--- src/sqf_pkg.sv ---
// Constants for the squib arm/fire SPI command sequencer
package sqf_pkg;
	localparam int SQF_WORD_BITS = 8;
	localparam logic [3:0] SQF_BIT_CNT_MAX = 4'hF;
	localparam logic [3:0] SQF_BIT_CNT_WORD = 4'h8;
	// Command codes and families
	localparam logic [7:0] SQF_CMD_NOP = 8'h00;
	localparam logic [7:0] SQF_CMD_SHORT = 8'hC1;
	localparam logic [7:0] SQF_CMD_CONT = 8'hC2;
	localparam logic [7:0] SQF_CMD_ARM_ONE = 8'hA0;
	localparam logic [7:0] SQF_CMD_ARM_TWO = 8'hA1;
	localparam logic [7:0] SQF_CMD_ARM_ALL = 8'hA2;
	localparam logic [7:0] SQF_CMD_LOOP_SENSE = 8'hE8;
	localparam logic [5:0] SQF_FAM_MEAS = 6'h34;
	localparam logic [5:0] SQF_FAM_LOOP = 6'h38;
	localparam logic [3:0] SQF_NIB_FIRE = 4'h5;
	// Channel masks: bit 0 1A, bit 1 1B, bit 2 2A, bit 3 2B
	localparam logic [3:0] SQF_MASK_PAIR_ONE = 4'h3;
	localparam logic [3:0] SQF_MASK_PAIR_TWO = 4'hC;
	// Reset values
	localparam logic [7:0] SQF_BYTE_RST = 8'h00;
	localparam logic [3:0] SQF_NIB_RST = 4'h0;
	typedef enum logic [2:0] {SQF_M_NONE, SQF_M_ECHO, SQF_M_SHORT, SQF_M_MEAS, SQF_M_CONT, SQF_M_LOOP} sqf_mode_t;
endpackage

--- src/sqf_sequencer.sv ---
// SPI command interpreter with diagnostic pipeline and arm/fire sequencing
`timescale 1ns/1ns
// Behaviour
// [RQ1] Short diagnostic result returns on next exchange
// [RQ2] Resistance command starts measurement, result next exchange
// [RQ3] Continuity flags captured, cleared after transfer
// [RQ4] Loop-to-loop test result on following exchange
// [RQ5] Arm/fire works same in any configuration
// [RQ6] Host turns remote low side on first
// [RQ7] Continuity reports only local low-side flags
// [RQ8] Cross-coupled loop sense command returns result
// [RQ9] Firing needs arm then fire, permit high
// [RQ10] Permit one gates 1A/1B, two gates 2A/2B
// [RQ11] Arm codes: pair one, pair two, all
// [RQ12] Arm and fire bytes echoed next exchange
// [RQ13] Fire low nibble sets per-driver on/off
// [RQ14] Fire nibble mismatch ignored, sequence restarts
// [RQ15] Command takes effect at chip select rise
// [RQ16] NOP/undefined clears diagnostics, shifts register out
// [RQ17] Fire without preceding arm changes nothing
module sqf_sequencer
	import sqf_pkg::*;
(
	input wire logic CLK,
	input wire logic RST_N,
	input wire logic CE,
	input wire logic SCLK,
	input wire logic CS_N,
	input wire logic MOSI,
	output logic MISO,
	output logic MISO_OE,
	input wire logic FIRE_PERMIT_PAIR_ONE,
	input wire logic FIRE_PERMIT_PAIR_TWO,
	input wire logic [3:0] LOW_SIDE_CONTINUITY_FLAG,
	input wire logic [7:0] SHORT_RESULT,
	input wire logic [7:0] MEAS_RESULT,
	input wire logic [7:0] LOOP_RESULT,
	output logic DIAG_START,
	output logic [7:0] DIAG_CMD,
	output logic [3:0] SQUIB_HIGH_PIN,
	output logic [3:0] SQUIB_LOW_PIN
);
	logic [2:0] sclk_sync_reg, cs_sync_reg;
	logic [1:0] mosi_sync_reg, perm1_sync_reg, perm2_sync_reg;
	logic sclk_rise, sclk_fall, cs_fall, cs_rise, exec;
	logic [3:0] bit_cnt_reg, permit_mask, arm_mask_reg, drv_reg, cont_reg;
	logic [3:0] arm_nib_reg;
	logic [7:0] rx_reg, tx_reg, cmd;
	sqf_mode_t mode_reg;

	// Arm code to channel mask
	function automatic logic [3:0] arm_mask(input logic [7:0] c);
		case (c)
			SQF_CMD_ARM_ONE: arm_mask = SQF_MASK_PAIR_ONE;
			SQF_CMD_ARM_TWO: arm_mask = SQF_MASK_PAIR_TWO;
			SQF_CMD_ARM_ALL: arm_mask = SQF_MASK_PAIR_ONE | SQF_MASK_PAIR_TWO;
			default: arm_mask = SQF_NIB_RST;
		endcase
	endfunction

	// Pin synchronisers; first stage feeds only the second
	always_ff @(posedge CLK) begin
		if (!RST_N) begin
			sclk_sync_reg <= 3'h0;
			cs_sync_reg <= 3'h7;
			mosi_sync_reg <= 2'h0;
			perm1_sync_reg <= 2'h0;
			perm2_sync_reg <= 2'h0;
		end else if (CE) begin
			sclk_sync_reg <= {sclk_sync_reg[1:0], SCLK};
			cs_sync_reg <= {cs_sync_reg[1:0], CS_N};
			mosi_sync_reg <= {mosi_sync_reg[0], MOSI};
			perm1_sync_reg <= {perm1_sync_reg[0], FIRE_PERMIT_PAIR_ONE};
			perm2_sync_reg <= {perm2_sync_reg[0], FIRE_PERMIT_PAIR_TWO};
		end
	end

	// Edges seen on synchronised levels
	assign sclk_rise = CE && sclk_sync_reg[1] && !sclk_sync_reg[2] && !cs_sync_reg[1];
	assign sclk_fall = CE && !sclk_sync_reg[1] && sclk_sync_reg[2] && !cs_sync_reg[1];
	assign cs_fall = CE && !cs_sync_reg[1] && cs_sync_reg[2];
	assign cs_rise = CE && cs_sync_reg[1] && !cs_sync_reg[2];
	// Only whole 8-bit words act, and only at deselect
	assign exec = cs_rise && (bit_cnt_reg == SQF_BIT_CNT_WORD); // RQ15
	assign cmd = rx_reg;
	assign permit_mask = {{2{perm2_sync_reg[1]}}, {2{perm1_sync_reg[1]}}};

	// Receive shift, MSB first, on SCLK rise; count saturates so long words are refused
	always_ff @(posedge CLK) begin
		if (!RST_N) begin
			rx_reg <= SQF_BYTE_RST;
			bit_cnt_reg <= SQF_NIB_RST;
		end else if (cs_fall) begin
			bit_cnt_reg <= SQF_NIB_RST;
		end else if (sclk_rise) begin
			rx_reg <= {rx_reg[6:0], mosi_sync_reg[1]};
			if (bit_cnt_reg != SQF_BIT_CNT_MAX) begin
				bit_cnt_reg <= bit_cnt_reg + 4'h1;
			end
		end
	end

	// Transmit: answer chosen at select, shifted on SCLK fall
	always_ff @(posedge CLK) begin
		if (!RST_N) begin
			tx_reg <= SQF_BYTE_RST;
		end else if (cs_fall) begin
			case (mode_reg)
				SQF_M_ECHO: tx_reg <= rx_reg; // RQ12
				SQF_M_SHORT: tx_reg <= SHORT_RESULT; // RQ1
				SQF_M_MEAS: tx_reg <= MEAS_RESULT; // RQ2
				SQF_M_CONT: tx_reg <= {4'h0, cont_reg}; // RQ3 RQ7
				SQF_M_LOOP: tx_reg <= LOOP_RESULT; // RQ4 RQ8
				default: tx_reg <= rx_reg; // RQ16
			endcase
		end else if (sclk_fall) begin
			tx_reg <= {tx_reg[6:0], 1'b0};
		end
	end
	assign MISO = tx_reg[7];
	assign MISO_OE = !cs_sync_reg[1];

	// Diagnostic mode and continuity latch; a new capture wins over the clear
	always_ff @(posedge CLK) begin
		if (!RST_N) begin
			mode_reg <= SQF_M_NONE;
			cont_reg <= SQF_NIB_RST;
		end else if (cs_rise) begin
			if (mode_reg == SQF_M_CONT) begin
				cont_reg <= SQF_NIB_RST; // RQ3
			end
			if (exec) begin
				if (cmd[7:4] == SQF_NIB_FIRE || arm_mask(cmd) != SQF_NIB_RST) begin
					mode_reg <= SQF_M_ECHO; // RQ12
				end else if (cmd == SQF_CMD_SHORT) begin
					mode_reg <= SQF_M_SHORT; // RQ1
				end else if (cmd[7:2] == SQF_FAM_MEAS) begin
					mode_reg <= SQF_M_MEAS; // RQ2
				end else if (cmd == SQF_CMD_CONT) begin
					mode_reg <= SQF_M_CONT;
					cont_reg <= LOW_SIDE_CONTINUITY_FLAG; // RQ3 RQ7
				end else if (cmd[7:2] == SQF_FAM_LOOP || cmd == SQF_CMD_LOOP_SENSE) begin
					mode_reg <= SQF_M_LOOP; // RQ4 RQ8
				end else begin
					mode_reg <= SQF_M_NONE; // RQ16
				end
			end
		end
	end

	// Start pulse to the analog side for every diagnostic command
	always_ff @(posedge CLK) begin
		if (!RST_N) begin
			DIAG_START <= 1'b0;
			DIAG_CMD <= SQF_BYTE_RST;
		end else if (CE) begin
			DIAG_START <= exec && (cmd == SQF_CMD_SHORT || cmd == SQF_CMD_CONT || cmd[7:2] == SQF_FAM_MEAS
				|| cmd[7:2] == SQF_FAM_LOOP || cmd == SQF_CMD_LOOP_SENSE); // RQ2 RQ4
			if (exec) begin
				DIAG_CMD <= cmd;
			end
		end
	end

	// Arm then fire; any other word, or a short word, breaks the pair
	always_ff @(posedge CLK) begin
		if (!RST_N) begin
			arm_mask_reg <= SQF_NIB_RST;
			arm_nib_reg <= SQF_NIB_RST;
			drv_reg <= SQF_NIB_RST;
		end else if (cs_rise) begin
			arm_mask_reg <= SQF_NIB_RST; // RQ17
			if (exec && arm_mask(cmd) != SQF_NIB_RST) begin
				arm_mask_reg <= arm_mask(cmd) & permit_mask; // RQ10 RQ11
				arm_nib_reg <= cmd[7:4];
			end else if (exec && cmd[7:4] == SQF_NIB_FIRE && cmd[7:4] == ~arm_nib_reg) begin
				// Drivers outside the armed pair keep their state
				drv_reg <= (drv_reg & ~arm_mask_reg) | (cmd[3:0] & arm_mask_reg); // RQ9 RQ13 RQ14 RQ5
			end
		end
	end

	// Same drive to both sides so one IC or a cross-coupled pair fire alike
	always_ff @(posedge CLK) begin
		if (!RST_N) begin
			SQUIB_HIGH_PIN <= SQF_NIB_RST;
			SQUIB_LOW_PIN <= SQF_NIB_RST;
		end else if (CE) begin
			SQUIB_HIGH_PIN <= drv_reg & permit_mask; // RQ9 RQ10 RQ5
			SQUIB_LOW_PIN <= drv_reg & permit_mask; // RQ5
		end
	end

	arm_then_fire_a: assert property (@(posedge CLK) disable iff (!RST_N) // RQ17
		$changed(drv_reg) |-> $past(arm_mask_reg) != 4'h0 && $past(exec))
		else $error("driver state changed without a preceding arm");
	fire_nibble_a: assert property (@(posedge CLK) disable iff (!RST_N) // RQ14
		$changed(drv_reg) |-> $past(cmd[7:4]) == SQF_NIB_FIRE)
		else $error("driver state changed by a non-fire byte");
	take_effect_a: assert property (@(posedge CLK) disable iff (!RST_N) // RQ15
		!cs_rise |=> $stable(drv_reg) && $stable(mode_reg))
		else $error("command acted before chip select rose");
	permit_gate_a: assert property (@(posedge CLK) disable iff (!RST_N) // RQ10
		CE && !perm2_sync_reg[1] |=> SQUIB_HIGH_PIN[3:2] == 2'h0)
		else $error("pair two driven without its permit");
	permit_one_a: assert property (@(posedge CLK) disable iff (!RST_N) // RQ10
		CE && !perm1_sync_reg[1] |=> SQUIB_HIGH_PIN[1:0] == 2'h0)
		else $error("pair one driven without its permit");
	echo_arm_a: assert property (@(posedge CLK) disable iff (!RST_N) // RQ12
		cs_fall && mode_reg == SQF_M_ECHO |=> tx_reg == $past(rx_reg))
		else $error("arm or fire byte not echoed");
	short_pipe_a: assert property (@(posedge CLK) disable iff (!RST_N) // RQ1
		exec && cmd == SQF_CMD_SHORT |=> mode_reg == SQF_M_SHORT && DIAG_START)
		else $error("short diagnostic not pipelined");
	cont_clear_a: assert property (@(posedge CLK) disable iff (!RST_N) // RQ3
		cs_rise && mode_reg == SQF_M_CONT && !(exec && cmd == SQF_CMD_CONT) |=> cont_reg == 4'h0)
		else $error("continuity latch not cleared after transfer");
	nop_clear_a: assert property (@(posedge CLK) disable iff (!RST_N) // RQ16
		exec && cmd == SQF_CMD_NOP |=> mode_reg == SQF_M_NONE && !DIAG_START)
		else $error("NOP left a diagnostic mode active");
	arm_mask_a: assert property (@(posedge CLK) disable iff (!RST_N) // RQ11
		exec && cmd == SQF_CMD_ARM_ONE |=> (arm_mask_reg & SQF_MASK_PAIR_TWO) == 4'h0)
		else $error("pair-one arm armed pair two");
endmodule

--- config.mk ---
export PLATFORM = sky130hd
export DESIGN_NAME = sqf_sequencer
export DESIGN_NICKNAME = d
export VERILOG_FILES = /design/src/sqf_pkg.sv /design/src/sqf_sequencer.sv
export SDC_FILE = /design/constraint.sdc
export NUM_CORES = 1
export LEC_CHECK = 0
export ABC_AREA = 0
export BUFFER_PORTS_ARGS = -buffer_cell sky130_fd_sc_hd__buf_2
export CAP_MARGIN = 20
export CELL_PAD_IN_SITES_DETAIL_PLACEMENT = 0
export CELL_PAD_IN_SITES_GLOBAL_PLACEMENT = 1
export CORE_MARGIN = 2
export CORE_UTILIZATION = 45
export CTS_CLUSTER_DIAMETER = 50
export CTS_CLUSTER_SIZE = 30
export DETAILED_ROUTE_END_ITERATION = 6
export PLACE_DENSITY_LB_ADDON = 0.15
export SYNTH_ARGS = -nofsm -noshare
export SYNTH_HDL_FRONTEND = slang
export SYNTH_SLANG_ARGS = --single-unit
--- constraint.sdc ---
create_clock -name CLK -period 2.92 [get_ports CLK]
set_clock_uncertainty 0.1 [all_clocks]
set_input_delay 0.438 -clock CLK [delete_from_list [all_inputs] [get_ports CLK]]
set_output_delay 0.438 -clock CLK [all_outputs]
set_load 0.1 [all_outputs]
; After elaboration in Yosys (flattened, before gate mapping)
; Index checks and enable logic that the tools add are counted.
; Widths: inputs -> output; s select.
[classes]
n_bitwise = 10
addsub = 1
mux = 24
eq_ne = 16
n_reduce_logical = 35
[ops]
columns = op, n
row1 = $mux 4, 15
row2 = $eq 8x8->1 const B, 6
row3 = $pmux 8 s4, 1
row4 = $and 4x4->4, 4
row5 = $mux 8, 2
row6 = $logic_and 1x1->1, 15
row7 = $mux 3, 5
row8 = $eq 6x6->1 const B, 2
row9 = $pmux 4 s3, 1
row10 = $reduce_and 2->1, 5
row11 = $not 4->4, 2
row12 = $reduce_bool 4->1, 2
row13 = $eq 3x2->1 const B, 2
row14 = $eq 3x3->1 const B, 2
row15 = $logic_or 1x1->1, 6
row16 = $add 4x1->4 const B, 1
row17 = $eq 4x3->1 const B, 1
row18 = $eq 4x4->1, 1
row19 = $eq 4x4->1 const B, 1
row20 = $logic_not 1->1, 4
row21 = $ne 4x4->1 const B, 1
row22 = $or 4x4->4, 1
row23 = $not 1->1, 3
row24 = $reduce_and 3->1, 1
row25 = other kinds (2), 2
[totals]
output_inout_bits = 19
wordCells = 102
input_bits = 36
register_bits = 64

; Longest topological paths before layout
[logic_depth]
word_depth = 11
depth_mapped = 7
ltp_nobuf = 6

; Worst setup path before layout
; OpenSTA, ideal clock, no wires.
[synth_timing]
path_type = reg-to-reg
start = register cs_sync_reg[1]
end = register tx_reg[0]
setup_slack_ps = 997
t_required_ps = 2746
period_less_slack_ps = 1923
t_arrival_ps = 1749
stages_incl_launch_ff = 6
setup_time_ps = 74
path_buffers = 1
path_cell_list = dfxtp_1 inv_1 and3_1 clkbuf_1 o21ai_0 a31oi_1
[synth_via]
elab_chain_len = 4
elab_cells_between_ends = 6
classes_between = mux: 1 / reduce/logical: 5
[synth_rtl]
columns = item, line_no
row1 = "start, declared", sqf_sequencer.sv:43  ; logic [2:0] sclk_sync_reg, cs_sync_reg;
row2 = "start signal, assigned", sqf_sequencer.sv:71  ; cs_sync_reg <= {cs_sync_reg[1:0], CS_N};
row3 = $logic_not 1->1 (*), -
row4 = named net MISO_OE, sqf_sequencer.sv:31  ; output logic MISO_OE,
row5 = $logic_and 1x1->1 (2 in a row), sqf_sequencer.sv:81  ; assign cs_fall = CE && !cs_sync_reg[1] && cs_sync_reg[2];
row6 = $mux 8 or $reduce_bool 2->1 (tied branches), -
row7 = "end signal, assigned", sqf_sequencer.sv:109  ; SQF_M_ECHO: tx_reg <= rx_reg;
row8 = "end signal, assigned", sqf_sequencer.sv:112  ; SQF_M_CONT: tx_reg <= {4'h0, cont_reg};
row9 = "end signal, assigned", sqf_sequencer.sv:114  ; default: tx_reg <= rx_reg;
row10 = "end, declared", sqf_sequencer.sv:48  ; logic [7:0] rx_reg, tx_reg, cmd;
; Mark *: on every way through the listed nets, which the timed path passes. The rest lies on a longest branch.
; A chain may end at the register's enable or synchronous reset.

; Worst setup path in the final report
[layout_timing]
start = register bit_cnt_reg[0]
end = register cont_reg[3]
[layout_via]
elab_chain_len = 3
[layout_rtl]
columns = item, line_no
row1 = "start, declared", sqf_sequencer.sv:46  ; logic [3:0] bit_cnt_reg, permit_mask, arm_mask_reg, drv_reg, cont_reg;
row2 = "start signal, assigned", sqf_sequencer.sv:98  ; bit_cnt_reg <= bit_cnt_reg + 4'h1;
row3 = $eq 4x4->1, sqf_sequencer.sv:84  ; assign exec = cs_rise && (bit_cnt_reg == SQF_BIT_CNT_WORD);
row4 = $logic_and 1x1->1, sqf_sequencer.sv:84
row5 = $mux 4, sqf_sequencer.sv:132  ; if (exec) begin
row6 = "end signal, assigned", sqf_sequencer.sv:127  ; cont_reg <= SQF_NIB_RST;
row7 = "end signal, assigned", sqf_sequencer.sv:130  ; cont_reg <= SQF_NIB_RST;
row8 = "end signal, assigned", sqf_sequencer.sv:141  ; cont_reg <= LOW_SIDE_CONTINUITY_FLAG;
row9 = "end, declared", sqf_sequencer.sv:46
; No other way between the ends.

==> key figures <==
Status
  – Status: finished clean

Placement
  – Global placer's final weighted congestion: 0.783
  – IO Port Bufs: 54
  – DP HPWL: 4.24 mm

Finish
  – Layout cells sized above 1: 20.9%
  – Area grow syn2layout: 15.1%
  – Nets@finish: 402
  – Ant diodes: 0
  – Most common cell after layout, fill and taps aside: dfxtp_1
  – Most frequent cells in the layout: dfxtp_1 (62), buf_2 (54), nand2_1 (42), mux2i_1 (26), nor2b_1 (25)

STA
  – Hold Fails Final Rpt: 0
  – RSZ-0062 raised after global routing: false
  – Min Clock Period, post-route: 2.26 ns
  – FMAX: 0.443 GHz
  – Final setup viols: 0
  – Max-slew violations: 0
  – Fin crit share: 77.4%
  – Slew @ Worst Pin: 0.660 ns
  – Fin Setup TNS: 0 ns
  – Worst relative slew slack: 55.8%
  – Hold WS: 0.236 ns

Die
  – I/O pin total: 55
  – Std-Cell Rows: 29
  – Core area: 0.00631 mm2
  – Initial Util: 46.3%
  – Die height: 84.6 um
  – Die area: 0.00715 mm2
  – Die Width: 84.6 um

CTS
  – Clk sinks: 62
  – Number of gates resized after cts: 0
  – Reg clk slew, reported paths: 0.06 ns
  – CTS buffer count: 9
  – Worst skew pair latency: 0.32 ns
  – TritonCTS clock tree: done
  – Postcts setup bufs: 0
  – H-Tree Depth: 3
  – Hold-fix buffers, CTS: 0
  – CTS root buffer: clkbuf_8
  – CTS Buffer Depth: 2

Worst setup path
  – Worst EP arrival: 2.36 ns
  – Crit Reg-Reg Endpoint: cont_reg[3]
  – CP Launch Type: flop
  – Crit Reg-Reg Startpoint: bit_cnt_reg[0]
  – CP required: 3.02 ns
  – FF-to-FF path depth: 6
  – R2R Setup Slk: 0.66 ns
  – Crit path kind: reg2reg
  – Crit. Startpoint: bit_cnt_reg[0]
  – Critical path capture point type: flop
  – Critical Path End: cont_reg[3]
  – Worst-path fanout max: 14

Pwr
  – Leakage: 1.31 nW
  – Peak supply drop: 313 uV
  – P per Cell Area: 477 mW/mm2

Global route
  – First-pass GRT wire length: 10.7 mm
  – Initial antenna violation count: 0
  – Vias in the first global route: 2242
  – Met1 usage: 25.4%
  – GRT Max-Usage Layer: met2
  – Total gr overflow: 0
  – Global Route Usage Sum: 18.6%
  – Met3 usage: 4.23%
  – Largest net degree at the start of global routing: 33
  – Met2 Usage GRT: 28.1%

Synthesis
  – Flops & latches, synth: 62
  – Mapped cell area: 0.00292 mm2
  – YS warnings: 0
  – Async SR Flop Fraction: 0%
  – Register area share after synthesis: 42.5%
  – Cells after Synth: 323
  – Yosys cell types: 49
  – Most used DFF post-synth: dfxtp_1
  – Post-synth EDFFs: 0
  – Avg Inst Size Synth: 9.04 um2
  – Syn nets: 361

Flow run
  – Max_cap viols: 0

Hold path
  – Min-delay worst type: in2reg

Route
  – Vias: 2358
  – Pre-antenna DRT Iters: 4
  – Antenna Nets Post-Route: 0
  – Drt via density: 5.30
  – Residual DRC count: 0
  – Initial drt markers: 195
  – Routed WL: 6.23 mm
  – WL/cell: 14.0 um
[synthesized netlist by cell type (2+ instances only)]
library cell	count	area, um2
o21ai_0	13	65.1
and2_1	3	18.8
o32ai_1	3	26.3
clkbuf_1	22	82.6
o22ai_1	3	18.8
nand2b_1	10	62.6
and3_1	4	25.0
nand3_1	9	45.0
a21boi_0	13	97.6
mux2_2	4	45.0
buf_2	2	10.0
dfxtp_1	62	1240
nand4bb_1	2	22.5
a32oi_1	2	17.5
nand3b_1	3	22.5
a21o_1	3	22.5
o21a_1	6	45.0
nor2_1	12	45.0
a21oi_1	5	25.0
mux2i_1	26	260
nor4_1	2	12.5
inv_1	4	15.0
buf_4	5	37.5
nor2b_1	25	156
a222oi_1	4	40.0
a22o_1	4	35.0
o221ai_1	3	26.3
nand2_1	42	158
nand4_1	4	25.0
xor2_1	3	26.3
ha_1	2	25.0
[metal layers]
metal	wire, um	vias to the layer above	share of wire (%)
met5	0	-	0
met4	60	0	0.96
met3	327	5	5.2
met2	2710	59	44
met1	3130	1067	50
li1	-	1227	-
[area by class of cell]
class	instances	area (um2)
Fill cell	603	2950
Multi-Input combinational cell	228	1530
Sequential cell	62	1240
Timing Repair Buffer	59	308
Clock buffer	14	163
Tap cell	77	96.3
Inverter	4	15.0
Clock inverter	1	5.00
[report_power, final]
group / switching (mW) / internal [mW] / leakage [nW]
Sequential: 0.00754 / 0.857 / 0.501
Clock: 0.300 / 0.350 / 0.0865
Combinational: 0.0492 / 0.0418 / 0.724
[per-stage QoR]
stage	util [%]	setup slack, ns	power [mW]	cells	area, um2
CTS	53.3	0.625	1.63	445	3360
global route	53.3	0.529	1.69	445	3360
detailed placement	50.6	0.637	0.974	430	3190
finish	53.3	0.661	1.60	445	3360
floorplan	-	0.997	0.940	323	2920
global placement	50.6	0.683	0.973	430	3190
[critical path: stages (launching register included)]
cell and delay (ns):
dfxtp_1 0.32, inv_1 0.09, ha_1 0.16, nand3b_1 0.16, or2_1 0.42, or4_1 0.72
mux2i_1 0.17
[worst min-delay path by stage]
stage / startpoint / end / cells past startpoint
after floorplan: flop / flop / 2
after global placement: cont_reg[0] / cont_reg[0] / 2
after detailed placement: DIAG_CMD[1] / DIAG_CMD[1] / 2
final: CS_N / cs_sync_reg[0] / 3
after CTS: CS_N / cs_sync_reg[0] / 3
after global routing: CS_N / cs_sync_reg[0] / 3
[kinds of logic after synthesis]
| logic type | after synthesis | share of synthesized area (%) |
|---|---|---|
| adder cells (fa/ha/maj) | 2 | 0.857 |
| AO/OA/AOI/OAI | 69 | 17.2 |
| flip-flops | 62 | 42.5 |
| AND/OR/NAND/NOR | 123 | 22.8 |
| XOR/XNOR | 4 | 1.20 |
| multiplexers | 30 | 10.5 |
| buffers and inverters | 33 | 4.97 |
Power figures use the tool's default switching activity.
